## config.mk

```make
export PLATFORM = sky130hd
export DESIGN_NAME = asi_top
export DESIGN_NICKNAME = d
export VERILOG_FILES = /design/src/inc/asi_pkg.sv /design/src/rtl/asi_baud_gen.sv /design/src/rtl/asi_top.sv
export SDC_FILE = /design/constraint.sdc
export NUM_CORES = 1
export LEC_CHECK = 0
export BUFFER_PORTS_ARGS = -buffer_cell sky130_fd_sc_hd__buf_2
export CELL_PAD_IN_SITES_DETAIL_PLACEMENT = 0
export CELL_PAD_IN_SITES_GLOBAL_PLACEMENT = 1
export CORE_ASPECT_RATIO = 0.75
export CORE_MARGIN = 4
export CORE_UTILIZATION = 40
export DETAILED_ROUTE_END_ITERATION = 8
export GPL_TIMING_DRIVEN = 0
export PLACE_DENSITY = 0.66
export REMOVE_ABC_BUFFERS = 1
export SYNTH_ARGS = -nofsm -noshare
export SYNTH_HDL_FRONTEND = slang
export SYNTH_SLANG_ARGS = --single-unit
```

## constraint.sdc

```tcl
create_clock -name clk -period 3.7 [get_ports clk]
set_input_delay 0.37 -clock clk [delete_from_list [all_inputs] [get_ports clk]]
set_output_delay 0.37 -clock clk [all_outputs]
set_load 0.02 [all_outputs]
```

## src/inc/asi_pkg.sv

```systemverilog
// Shared constants and types of the asynchronous serial interface
package asi_pkg;

  // ==========================================================================
  // Register map (byte addresses on the Wishbone bus)
  localparam logic [7:0] ADR_DATA  = 8'h00;
  localparam logic [7:0] ADR_CTRL1 = 8'h04;
  localparam logic [7:0] ADR_CTRL2 = 8'h08;
  localparam logic [7:0] ADR_STAT  = 8'h0c;
  localparam logic [7:0] ADR_BAUD  = 8'h10;

  // ==========================================================================
  // Control one fields
  localparam int C1_RX_BIT8   = 7;
  localparam int C1_TX_BIT8   = 6;
  localparam int C1_NINE_BITS = 4;
  localparam int C1_WAKE_ADDR = 3;

  // ==========================================================================
  // Control two fields
  localparam int C2_TX_EMPTY_IE = 7;
  localparam int C2_TX_COMPL_IE = 6;
  localparam int C2_RX_IE       = 5;
  localparam int C2_IDLE_IE     = 4;
  localparam int C2_TX_EN       = 3;
  localparam int C2_RX_EN       = 2;
  localparam int C2_SLEEP       = 1;
  localparam int C2_BREAK       = 0;

  // ==========================================================================
  // Status fields
  localparam int ST_TX_EMPTY = 7;
  localparam int ST_TX_COMPL = 6;
  localparam int ST_RX_FULL  = 5;
  localparam int ST_IDLE     = 4;
  localparam int ST_OVERRUN  = 3;
  localparam int ST_NOISE    = 2;
  localparam int ST_FRAMING  = 1;

  // ==========================================================================
  // Reset values
  localparam logic [7:0] CTRL1_RESET = 8'h00;
  localparam logic [7:0] CTRL2_RESET = 8'h00;
  localparam logic [4:0] BAUD_RESET  = 5'h00;
  localparam logic       TX_EMPTY_RESET = 1'b1;
  localparam logic       TX_COMPL_RESET = 1'b1;

  // ==========================================================================
  // Timing
  localparam int         CLK_HZ          = 40_000_000;
  localparam logic [3:0] FRAME_LEN_EIGHT = 4'ha;
  localparam logic [3:0] FRAME_LEN_NINE  = 4'hb;
  // Oversample tick positions within a bit, counted from zero (tick n is RT n+1)
  localparam logic [3:0] RT_VERIFY_A = 4'h2;
  localparam logic [3:0] RT_VERIFY_B = 4'h4;
  localparam logic [3:0] RT_VERIFY_C = 4'h6;
  localparam logic [3:0] RT_SAMPLE_A = 4'h7;
  localparam logic [3:0] RT_SAMPLE_C = 4'h9;
  localparam logic [3:0] RT_LAST     = 4'hf;
  // Prescaler choices; with the 3-bit shift they give 32 rates
  localparam logic [11:0] PRE_0 = 12'h001;
  localparam logic [11:0] PRE_1 = 12'h003;
  localparam logic [11:0] PRE_2 = 12'h004;
  localparam logic [11:0] PRE_3 = 12'h00d;

  typedef enum {RX_HUNT, RX_FRAME} asi_rx_state_type;

  // Clock cycles per oversample tick for a 5-bit rate select
  function automatic logic [11:0] asi_rate_div(input logic [4:0] sel);
    logic [11:0] pre;
    case (sel[4:3])
      2'h0:    pre = PRE_0;
      2'h1:    pre = PRE_1;
      2'h2:    pre = PRE_2;
      default: pre = PRE_3;
    endcase
    return pre << sel[2:0];
  endfunction : asi_rate_div

  // Two out of three vote
  function automatic logic asi_vote(input logic [2:0] s);
    return (s[0] & s[1]) | (s[0] & s[2]) | (s[1] & s[2]);
  endfunction : asi_vote

endpackage : asi_pkg

```

## src/rtl/asi_baud_gen.sv

```systemverilog
// Shared rate generator: oversample tick and transmit bit tick
`timescale 1ns/10ps
`default_nettype none
module asi_baud_gen
  import asi_pkg::*;
(
  input  wire logic       clk,
  input  wire logic       rst_b,
  input  wire logic [4:0] rate_sel,
  output var  logic       os_tick,
  output var  logic       bit_tick
);

  logic [11:0] div_cnt_q;
  logic [3:0]  os_cnt_q;
  logic [11:0] div_last;

  assign div_last = asi_rate_div(rate_sel) - 12'h001;

  // ==========================================================================
  // Divider; a rate change mid-count wraps at once rather than stalling
  always_ff @(posedge clk or negedge rst_b) begin
    if (!rst_b) begin
      div_cnt_q <= 12'h000;
      os_tick   <= 1'b0;
    end else if (div_cnt_q >= div_last) begin
      div_cnt_q <= 12'h000;
      os_tick   <= 1'b1;
    end else begin
      div_cnt_q <= div_cnt_q + 12'h001;
      os_tick   <= 1'b0;
    end
  end

  // ==========================================================================
  // Transmit bit clock is one sixteenth of the oversample clock
  always_ff @(posedge clk or negedge rst_b) begin
    if (!rst_b) begin
      os_cnt_q <= 4'h0;
      bit_tick <= 1'b0;
    end else begin
      bit_tick <= 1'b0;
      if (os_tick) begin
        os_cnt_q <= os_cnt_q + 4'h1;
        bit_tick <= (os_cnt_q == RT_LAST);
      end
    end
  end

endmodule : asi_baud_gen
`default_nettype wire

```

## src/rtl/asi_top.sv

```systemverilog
// Asynchronous serial interface: Wishbone registers, transmitter and receiver
`timescale 1ns/10ps
`default_nettype none
// Behaviour
// - Tx and Rx share one 32-rate generator
// - Eight or nine data bits, both directions
// - Data write sends; load sets tx empty
// - Load on bit clock, LSB first
// - Tx complete when nothing left to send
// - Tx complete also once disabled and drained
// - Disable never truncates the current character
// - Data address: write tx, read rx
// - Received byte moves, sets rx full
// - Overrun, noise and framing error flags
// - Idle flag only after a received character, errors or not
// - Idle high, start low, data, stop high
// - Full low frame is a break
// - Sleeping receiver blocks all receive flags except those of the waking address character
// - Wake clears sleep; software may too
// - Idle wake after 10 or 11 high bits
// - Address mark character wakes sleeping receiver
// - Sixteen-times sampling, resync on start bit
// - Vote of samples eight, nine, ten
// - Noise when the three samples differ
// - Start accepted on two of three lows
// - Enabling transmitter sends preamble of ones
module asi_top
  import asi_pkg::*;
(
  input  wire logic        clk,
  input  wire logic        rst_b,
  input  wire logic        wb_cyc_i,
  input  wire logic        wb_stb_i,
  input  wire logic        wb_we_i,
  input  wire logic [7:0]  wb_adr_i,
  input  wire logic [3:0]  wb_sel_i,
  input  wire logic [31:0] wb_dat_i,
  output var  logic [31:0] wb_dat_o,
  output var  logic        wb_ack_o,
  input  wire logic        serial_rx_line,
  output var  logic        serial_tx_line,
  output var  logic        serial_tx_oe,
  output var  logic        irq
);

  // ==========================================================================
  // Declarations
  logic        ack_q, acc, wr, rd;
  logic        wr_data, wr_ctrl1, wr_ctrl2, rd_data, rd_stat;
  logic [31:0] dat_q;
  logic        os_tick, bit_tick;
  logic [4:0]  baud_q;
  logic        t8_q, nine_q, wake_addr_q;
  logic        tie_q, tx_complete_irq_enable_q, rie_q, ilie_q, te_q, re_q, sleep_q, sbk_q;
  logic        tx_empty_flag_q, tc_q, rxf_q, idle_q, ovr_q, nf_q, fe_q, irq_q;
  logic [7:0]  arm_q;
  logic [7:0]  status;
  logic [3:0]  frame_len;
  // Transmitter
  logic [7:0]  tx_hold_q;
  logic        tx_pend_q, pre_pend_q, tx_line_q, tx_oe_q;
  logic [10:0] tx_shift_q;
  logic [3:0]  tx_cnt_q;
  logic        tx_done, tx_load_pre, tx_load_brk, tx_load_data, tc_set;
  logic [10:0] tx_frame;
  // Receiver
  logic              rx_m_q, rx_s_q;
  asi_rx_state_type  rx_state_q;
  logic [3:0]  rt_q, bit_idx_q;
  logic [2:0]  samp_q;
  logic [1:0]  ver_q;
  logic        nz_q, seen_high_q, char_seen_q;
  logic [8:0]  rx_shift_q;
  logic [7:0]  rx_data_q, idle_cnt_q;
  logic        r8_q;
  logic [2:0]  samp_now;
  logic        vote, noisy, at_vote, frame_done, awake, addr_wake, idle_hit, idle_wake;
  logic        rxf_set, ovr_set, nf_set, fe_set, idle_set;
  logic [1:0]  ver_lows;

  assign frame_len = nine_q ? FRAME_LEN_NINE : FRAME_LEN_EIGHT;

  // ==========================================================================
  // Wishbone slave: one wait state, ack for exactly one cycle
  assign acc      = wb_cyc_i & wb_stb_i & ~ack_q;
  assign wr       = acc & wb_we_i & wb_sel_i[0];
  assign rd       = acc & ~wb_we_i;
  assign wr_data  = wr & (wb_adr_i == ADR_DATA);
  assign wr_ctrl1 = wr & (wb_adr_i == ADR_CTRL1);
  assign wr_ctrl2 = wr & (wb_adr_i == ADR_CTRL2);
  assign rd_data  = rd & (wb_adr_i == ADR_DATA);
  assign rd_stat  = rd & (wb_adr_i == ADR_STAT);

  assign status = {tx_empty_flag_q, tc_q, rxf_q, idle_q, ovr_q, nf_q, fe_q, 1'b0};

  always_ff @(posedge clk or negedge rst_b) begin
    if (!rst_b) begin
      ack_q <= 1'b0;
      dat_q <= 32'h0000_0000;
    end else begin
      ack_q <= acc;
      if (rd) begin
        case (wb_adr_i)
          ADR_DATA:  dat_q <= {24'h00_0000, re_q ? rx_data_q : 8'h00};
          ADR_CTRL1: dat_q <= {24'h00_0000, r8_q, t8_q, 1'b0, nine_q, wake_addr_q, 3'h0};
          ADR_CTRL2: dat_q <= {24'h00_0000, tie_q, tx_complete_irq_enable_q, rie_q, ilie_q,
                               te_q, re_q, sleep_q, sbk_q};
          ADR_STAT:  dat_q <= {24'h00_0000, status};
          ADR_BAUD:  dat_q <= {27'h000_0000, baud_q};
          default:   dat_q <= 32'h0000_0000;
        endcase
      end
    end
  end

  assign wb_ack_o       = ack_q;
  assign wb_dat_o       = dat_q;
  assign serial_tx_line = tx_line_q;
  assign serial_tx_oe   = tx_oe_q;
  assign irq            = irq_q;

  // ==========================================================================
  // Control registers
  always_ff @(posedge clk or negedge rst_b) begin
    if (!rst_b) begin
      t8_q        <= CTRL1_RESET[C1_TX_BIT8];
      nine_q      <= CTRL1_RESET[C1_NINE_BITS];
      wake_addr_q <= CTRL1_RESET[C1_WAKE_ADDR];
      baud_q      <= BAUD_RESET;
    end else begin
      if (wr_ctrl1) begin
        t8_q        <= wb_dat_i[C1_TX_BIT8];
        nine_q      <= wb_dat_i[C1_NINE_BITS];
        wake_addr_q <= wb_dat_i[C1_WAKE_ADDR];
      end
      if (wr & (wb_adr_i == ADR_BAUD)) begin
        baud_q <= wb_dat_i[4:0];
      end
    end
  end

  always_ff @(posedge clk or negedge rst_b) begin
    if (!rst_b) begin
      tie_q   <= CTRL2_RESET[C2_TX_EMPTY_IE];
      tx_complete_irq_enable_q  <= CTRL2_RESET[C2_TX_COMPL_IE];
      rie_q   <= CTRL2_RESET[C2_RX_IE];
      ilie_q  <= CTRL2_RESET[C2_IDLE_IE];
      te_q    <= CTRL2_RESET[C2_TX_EN];
      re_q    <= CTRL2_RESET[C2_RX_EN];
      sleep_q <= CTRL2_RESET[C2_SLEEP];
      sbk_q   <= CTRL2_RESET[C2_BREAK];
    end else if (wr_ctrl2) begin
      // A software write outranks a wake in the same cycle
      tie_q   <= wb_dat_i[C2_TX_EMPTY_IE];
      tx_complete_irq_enable_q  <= wb_dat_i[C2_TX_COMPL_IE];
      rie_q   <= wb_dat_i[C2_RX_IE];
      ilie_q  <= wb_dat_i[C2_IDLE_IE];
      te_q    <= wb_dat_i[C2_TX_EN];
      re_q    <= wb_dat_i[C2_RX_EN];
      sleep_q <= wb_dat_i[C2_SLEEP];
      sbk_q   <= wb_dat_i[C2_BREAK];
    end else if (addr_wake | idle_wake) begin
      sleep_q <= 1'b0;
    end
  end

  // ==========================================================================
  // Rate generator shared by both directions
  asi_baud_gen u_baud (
    .clk      (clk),
    .rst_b    (rst_b),
    .rate_sel (baud_q),
    .os_tick  (os_tick),
    .bit_tick (bit_tick)
  );

  // ==========================================================================
  // Transmitter. The line register always holds the bit now on the wire,
  // so a new frame follows the last one with no gap.
  assign tx_frame     = nine_q ? {1'b1, t8_q, tx_hold_q, 1'b0}
                               : {2'b11, tx_hold_q, 1'b0};
  assign tx_done      = bit_tick & (tx_cnt_q <= 4'h1);
  assign tx_load_pre  = tx_done & te_q & pre_pend_q;
  assign tx_load_brk  = tx_done & te_q & ~pre_pend_q & sbk_q;
  assign tx_load_data = tx_done & te_q & ~pre_pend_q & ~sbk_q & tx_pend_q;
  assign tc_set       = tx_done & ~tx_load_pre & ~tx_load_brk & ~tx_load_data;

  always_ff @(posedge clk or negedge rst_b) begin
    if (!rst_b) begin
      tx_hold_q  <= 8'h00;
      tx_pend_q  <= 1'b0;
      pre_pend_q <= 1'b0;
    end else begin
      if (wr_data) begin
        tx_hold_q <= wb_dat_i[7:0];
      end
      tx_pend_q <= wr_data | (tx_pend_q & ~tx_load_data);
      if (wr_ctrl2 & wb_dat_i[C2_TX_EN] & ~te_q) begin
        pre_pend_q <= 1'b1;
      end else if (tx_load_pre) begin
        pre_pend_q <= 1'b0;
      end
    end
  end

  always_ff @(posedge clk or negedge rst_b) begin
    if (!rst_b) begin
      tx_shift_q <= 11'h7ff;
      tx_cnt_q   <= 4'h0;
      tx_line_q  <= 1'b1;
      tx_oe_q    <= 1'b0;
    end else begin
      tx_oe_q <= te_q | (tx_cnt_q != 4'h0);
      if (tx_load_pre | tx_load_brk | tx_load_data) begin
        tx_cnt_q <= frame_len;
        if (tx_load_data) begin
          tx_line_q  <= tx_frame[0];
          tx_shift_q <= {1'b1, tx_frame[10:1]};
        end else begin
          tx_line_q  <= tx_load_pre;
          tx_shift_q <= tx_load_pre ? 11'h7ff : 11'h000;
        end
      end else if (tx_done) begin
        tx_cnt_q  <= 4'h0;
        tx_line_q <= 1'b1;
      end else if (bit_tick & (tx_cnt_q != 4'h0)) begin
        tx_cnt_q   <= tx_cnt_q - 4'h1;
        tx_line_q  <= tx_shift_q[0];
        tx_shift_q <= {1'b1, tx_shift_q[10:1]};
      end
    end
  end

  // ==========================================================================
  // Receiver input synchroniser
  always_ff @(posedge clk or negedge rst_b) begin
    if (!rst_b) begin
      rx_m_q <= 1'b1;
      rx_s_q <= 1'b1;
    end else begin
      rx_m_q <= serial_rx_line;
      rx_s_q <= rx_m_q;
    end
  end

  // ==========================================================================
  // Receiver decisions
  assign samp_now   = {samp_q[1:0], rx_s_q};
  assign vote       = asi_vote(samp_now);
  assign noisy      = (samp_now != 3'h0) & (samp_now != 3'h7);
  assign ver_lows   = ver_q + {1'b0, ~rx_s_q};
  assign at_vote    = os_tick & (rx_state_q == RX_FRAME) & (rt_q == RT_SAMPLE_C);
  assign frame_done = at_vote & (bit_idx_q == frame_len - 4'h1);
  assign addr_wake  = frame_done & sleep_q & wake_addr_q & rx_shift_q[8];
  assign awake      = ~sleep_q | addr_wake;
  assign idle_hit   = os_tick & re_q & (rx_state_q == RX_HUNT) & rx_s_q &
                      (idle_cnt_q == {frame_len, 4'h0} - 8'h01);
  assign idle_wake  = idle_hit & sleep_q & ~wake_addr_q;
  assign rxf_set    = frame_done & awake & ~rxf_q;
  assign ovr_set    = frame_done & awake & rxf_q;
  assign nf_set     = frame_done & awake & (nz_q | noisy);
  assign fe_set     = frame_done & awake & ~vote;
  assign idle_set   = idle_hit & ~sleep_q & char_seen_q;

  // ==========================================================================
  // Receiver sequencer, resynchronised on every start edge
  always_ff @(posedge clk or negedge rst_b) begin
    if (!rst_b) begin
      rx_state_q  <= RX_HUNT;
      rt_q        <= 4'h0;
      bit_idx_q   <= 4'h0;
      samp_q      <= 3'h7;
      ver_q       <= 2'h0;
      nz_q        <= 1'b0;
      seen_high_q <= 1'b0;
      rx_shift_q  <= 9'h000;
    end else if (!re_q) begin
      rx_state_q <= RX_HUNT;
    end else if (os_tick) begin
      case (rx_state_q)
        RX_HUNT: begin
          if (rx_s_q) begin
            seen_high_q <= 1'b1;
          end else if (seen_high_q) begin
            rx_state_q <= RX_FRAME;
            rt_q       <= 4'h1;
            bit_idx_q  <= 4'h0;
            ver_q      <= 2'h0;
            nz_q       <= 1'b0;
          end
        end
        RX_FRAME: begin
          rt_q <= rt_q + 4'h1;
          if (bit_idx_q == 4'h0 &&
              (rt_q == RT_VERIFY_A || rt_q == RT_VERIFY_B)) begin
            ver_q <= ver_lows;
          end
          if (bit_idx_q == 4'h0 && rt_q == RT_VERIFY_C) begin
            if (ver_lows < 2'h2) begin
              rx_state_q <= RX_HUNT;
            end
            if (ver_lows != 2'h3) begin
              nz_q <= 1'b1;
            end
          end
          if (rt_q >= RT_SAMPLE_A && rt_q < RT_SAMPLE_C) begin
            samp_q <= samp_now;
          end
          if (rt_q == RT_SAMPLE_C) begin
            nz_q <= nz_q | noisy;
            if (bit_idx_q == 4'h0 && vote) begin
              rx_state_q <= RX_HUNT;
            end else if (frame_done) begin
              rx_state_q <= RX_HUNT;
              // A break needs a high level before the next start counts
              seen_high_q <= vote | (rx_shift_q[8:1] != 8'h00) |
                             (nine_q & rx_shift_q[0]);
            end else if (bit_idx_q != 4'h0) begin
              rx_shift_q <= {vote, rx_shift_q[8:1]};
            end
          end
          if (rt_q == RT_LAST) begin
            bit_idx_q <= bit_idx_q + 4'h1;
          end
        end
        default: rx_state_q <= RX_HUNT;
      endcase
    end
  end

  // Idle line counter, counted in oversample ticks of continuous high
  always_ff @(posedge clk or negedge rst_b) begin
    if (!rst_b) begin
      idle_cnt_q <= 8'h00;
    end else if (!re_q || rx_state_q != RX_HUNT || !rx_s_q) begin
      idle_cnt_q <= 8'h00;
    end else if (os_tick && !idle_hit && idle_cnt_q < {frame_len, 4'h0}) begin
      idle_cnt_q <= idle_cnt_q + 8'h01;
    end else if (idle_hit) begin
      idle_cnt_q <= {frame_len, 4'h0};
    end
  end

  // Receive data register; on overrun the older character is kept
  always_ff @(posedge clk or negedge rst_b) begin
    if (!rst_b) begin
      rx_data_q   <= 8'h00;
      r8_q        <= 1'b0;
      char_seen_q <= 1'b0;
    end else begin
      if (rxf_set) begin
        rx_data_q <= nine_q ? rx_shift_q[7:0] : rx_shift_q[8:1];
        r8_q      <= rx_shift_q[8];
      end
      if (frame_done & awake) begin
        char_seen_q <= 1'b1;
      end else if (idle_set) begin
        char_seen_q <= 1'b0;
      end
    end
  end

  // ==========================================================================
  // Status flags: read status while set, then touch the data register to
  // clear. A hardware set in the clearing cycle wins.
  always_ff @(posedge clk or negedge rst_b) begin
    if (!rst_b) begin
      tx_empty_flag_q <= TX_EMPTY_RESET;
      tc_q   <= TX_COMPL_RESET;
      rxf_q  <= 1'b0;
      idle_q <= 1'b0;
      ovr_q  <= 1'b0;
      nf_q   <= 1'b0;
      fe_q   <= 1'b0;
      arm_q  <= 8'h00;
      irq_q  <= 1'b0;
    end else begin
      // An access uses up its arming, so a later flag needs a new status read
      if (rd_stat) begin
        arm_q <= status;
      end else begin
        if (wr_data) begin
          arm_q[ST_TX_EMPTY:ST_TX_COMPL] <= 2'h0;
        end
        if (rd_data) begin
          arm_q[ST_RX_FULL:ST_FRAMING] <= 5'h00;
        end
      end
      tx_empty_flag_q <= tx_load_data | (tx_empty_flag_q & ~(wr_data & arm_q[ST_TX_EMPTY]));
      tc_q   <= tc_set | (tc_q & ~(wr_data & arm_q[ST_TX_COMPL]));
      rxf_q  <= rxf_set | (rxf_q & ~(rd_data & arm_q[ST_RX_FULL]));
      idle_q <= idle_set | (idle_q & ~(rd_data & arm_q[ST_IDLE]));
      ovr_q  <= ovr_set | (ovr_q & ~(rd_data & arm_q[ST_OVERRUN]));
      nf_q   <= nf_set | (nf_q & ~(rd_data & arm_q[ST_NOISE]));
      fe_q   <= fe_set | (fe_q & ~(rd_data & arm_q[ST_FRAMING]));
      irq_q  <= (tie_q & tx_empty_flag_q) | (tx_complete_irq_enable_q & tc_q) |
                (re_q & rie_q & (rxf_q | ovr_q)) | (re_q & ilie_q & idle_q);
    end
  end

endmodule : asi_top
`default_nettype wire

```

==> reports/results.ini <==
[drt]
wl_per_cell_um=16.5
ant_nets=0
drc=0
viasPerCell=5.43
wl_mm=18.8
drtIter0Drc=449
vias=6167
drtPass1Iterations=5

[timing]
tightest_slew_ps=1020
period_minus_slack_ps=3350
fin_ws_ps=353
fmax_mhz=299
hold_viol_final=33
rsz0062_at_grt=no
fin_crit_sh=0.905
skew_ps=6.59
holdWs_ps=-23.3
slew_viol_final=0
finalSetupViolations=0
tns_ps=0
relSlewSlack=0.320

[synthesis]
syn_area_um2=8350
yosys_warnings=0
seq_area_frac_synth=0.482
synthCells=824
synth_edf_count=0
synthTopCellsByArea=dfrtp_1, dfstp_2, mux2_2, ha_1, nand2_1
synth_cell_type_count=74
synth_area_leader_cell=dfrtp_1
synth_flop_cell=dfrtp_1
yosys.area.top_type_share=0.426
ys_ff_latch=160
syn_avg_cell_area_um2=10.1
async_flop_share=1.00

[critical_path]
worstPathRequired_ps=4030
path_cells=nor2b_2, nor2_1, nand2_1, ha_2, nand2_1, mux2_2, o21ai_0, a221oi_1, ha_1, nand2_1, o21ai_0, nor3b_2, o31ai_4, buf_12, and2_1
cp_common_cell=nand2_1
crit_family=simple AND/OR/NAND/NOR gates
crit_buf_inv=1
cp_slowest_stage_delay_ps=570
crit_fanout=19
cp_slowest_cell=dfrtp_2
critPathKind=flop to flop
worstSetupStartpointType=flop
critical_path_arrival_ps=3670
cp-end-kind=flop
r2r_setup_slack_ps=350

[placed_design]
port_buffers=34
post-place-ws_ps=-689
gp_congestion=0.823
dpl.hpwl_mm=13.0
post_dp_cell_area_um2=8680

[power]
intPower_uw=3000
p_comb_frac=0.104
p_clk_frac=0.421
ir_worst_vdd_uv=334
total_leakage_power_uw=0.00400
pwr-share-seq=0.475
swShare=0.275
powerDensity_nw_per_um2=445
power.switching_uw=1140

[cts]
clkTransAtPathRegs_ps=70
clock_path_buffers=2
hold_buffers=0
cts_tree=yes
cts_sinks=160
htreeDepth=4
cts-root-buf=clkbuf_16
clk_latency_ps=440
cts_buffers=17

[cells_and_area]
fillers=1915
design_area_um2=9310
final_layout_size_suffix_gt1_frac=0.173
final_common_cell=dfrtp_1
nets=919
antenna_cells=0
most-common-layout-cells=dfrtp_1, nand2_1, o21ai_0
area_growth_pct=11.5

[die]
start_util=0.410
die-area_um2=23300
ios=86
die_w_um=175
core_um2=20400
dieHeight_um=133
rows=45

[grt]
grt_use_total=0.165
grt_first_pass_wirelength_mm=31.3
overflow=0
grt_pass1_vias=6086
antenna_found_initial=0
grt_max_degree=82

[run_status]
violations=hold timing
status=finished with violations

[job]
cap_violations=0

[min_path]
hold_path.class=input pin to async pin

-- per-stage QoR --
step	std cells	power, uW	utilization
final	1136	4140	0.457
after global routing	1136	4340	0.457
after CTS	1135	4140	0.455
after detailed placement	1103	2360	0.426
after global placement	1101	2340	0.423
after floorplan	785	2200	-
-- cells in the mapped netlist, types with 6 or more instances --
cell type,n
inv_1,27
xor2_1,11
a21oi_1,48
nand2b_1,7
mux2i_1,13
nand4_1,12
o21ai_0,60
nor4_1,13
buf_4,24
xnor2_1,12
a22o_1,8
nor2b_1,9
nand2_1,91
dfstp_2,18
mux2_2,34
a2bb2oi_1,12
dfrtp_1,142
clkbuf_1,32
nor3b_1,34
a32oi_1,6
a31oi_1,13
ha_1,28
nand3b_1,8
nand3_1,22
nor2_1,36
and3_1,10
-- metal layers --
layer | share of wire | vias up | track usage
met1 | 0.50 | 3051 | 0.244
li1 | - | 2972 | -
met5 | 0 | - | 0
met3 | 0.045 | 17 | 0.0380
met4 | 0.0082 | 0 | 0.0392
met2 | 0.45 | 127 | 0.247
-- sequential cells by signal, summed over array words and instances, names as in the netlist, 4 cells and up --
signal / cells
rx_state_q: 32
u_baud.div_cnt_q: 12
tx_shift_q: 11
rx_shift_q: 9
idle_cnt_q: 8
rx_data_q: 8
tx_hold_q: 8
wb_dat_o: 8
arm_q: 7
baud_q: 5
bit_idx_q: 4
rt_q: 4
tx_cnt_q: 4
u_baud.os_cnt_q: 4
-- worst reg2reg max path: cells and delay by family, from the launching register on --
family / cells / cell delay [ps]
and+or+nand+nor: 7 / 1120
adders and majority gates: 2 / 630
DFF: 1 / 570
AOI/OAI and AO/OA: 4 / 510
buffers and inverters: 1 / 160
muxes: 1 / 260
-- cells by family after synthesis --
logic type / share of synthesized area
other: 0.000900
adder cells (fa/ha/maj): 0.0444
XOR/XNOR: 0.0241
AO/OA/AOI/OAI: 0.152
multiplexers: 0.0633
buffers and inverters: 0.0525
flip-flops: 0.482
AND/OR/NAND/NOR: 0.181
-- path summary, 6_finish.rpt --
path | startpoint | to | depth (start not counted)
setup / recovery | baud_q[4]$_DFFE_PN0P_ | u_baud.os_tick$_DFF_PN0_ | 15
hold / removal | rst_b | u_baud.div_cnt_q[8]$_DFF_PN0_ | 1
setup reg to reg | baud_q[4]$_DFFE_PN0P_ | u_baud.os_tick$_DFF_PN0_ | 15
hold reg to reg | rx_m_q$_DFF_PN1_ | rx_s_q$_DFF_PN1_ | 0
max in group asynchronous | rst_b | rx_m_q$_DFF_PN1_ | 2
min in group clk | serial_rx_line | rx_m_q$_DFF_PN1_ | 1
-- cell type report --
| class | count | area (um2) | share of cell area |
|---|---|---|---|
| repair buffers | 37 | 231 | 0.0249 |
| inverters | 28 | 105 | 0.0113 |
| clock inverters | 13 | 128 | 0.0137 |
| clock buffers | 19 | 453 | 0.0487 |
| multi-input cells | 597 | 4010 | 0.431 |
| flip-flops and latches | 160 | 4030 | 0.433 |
| well taps | 282 | 353 | 0.0379 |
-- power by group through the flow --
stage / clock network [uW] / logic [uW] / registers, uW
3_3_place_gp: 0 / 352 / 1990
5_1_grt: 1870 / 484 / 1990
2_1_floorplan: 0 / 233 / 1970
6_report: 1740 / 431 / 1970
3_5_place_dp: 0 / 363 / 2000
4_1_cts: 1790 / 383 / 1970
-- repair_timing --
item	CTS	global route
buffers inserted	0	1
gates resized for setup	4	4
pin swaps	0	1
endpoints found under the setup margin	13	13
(Power assumes the default switching activity.)
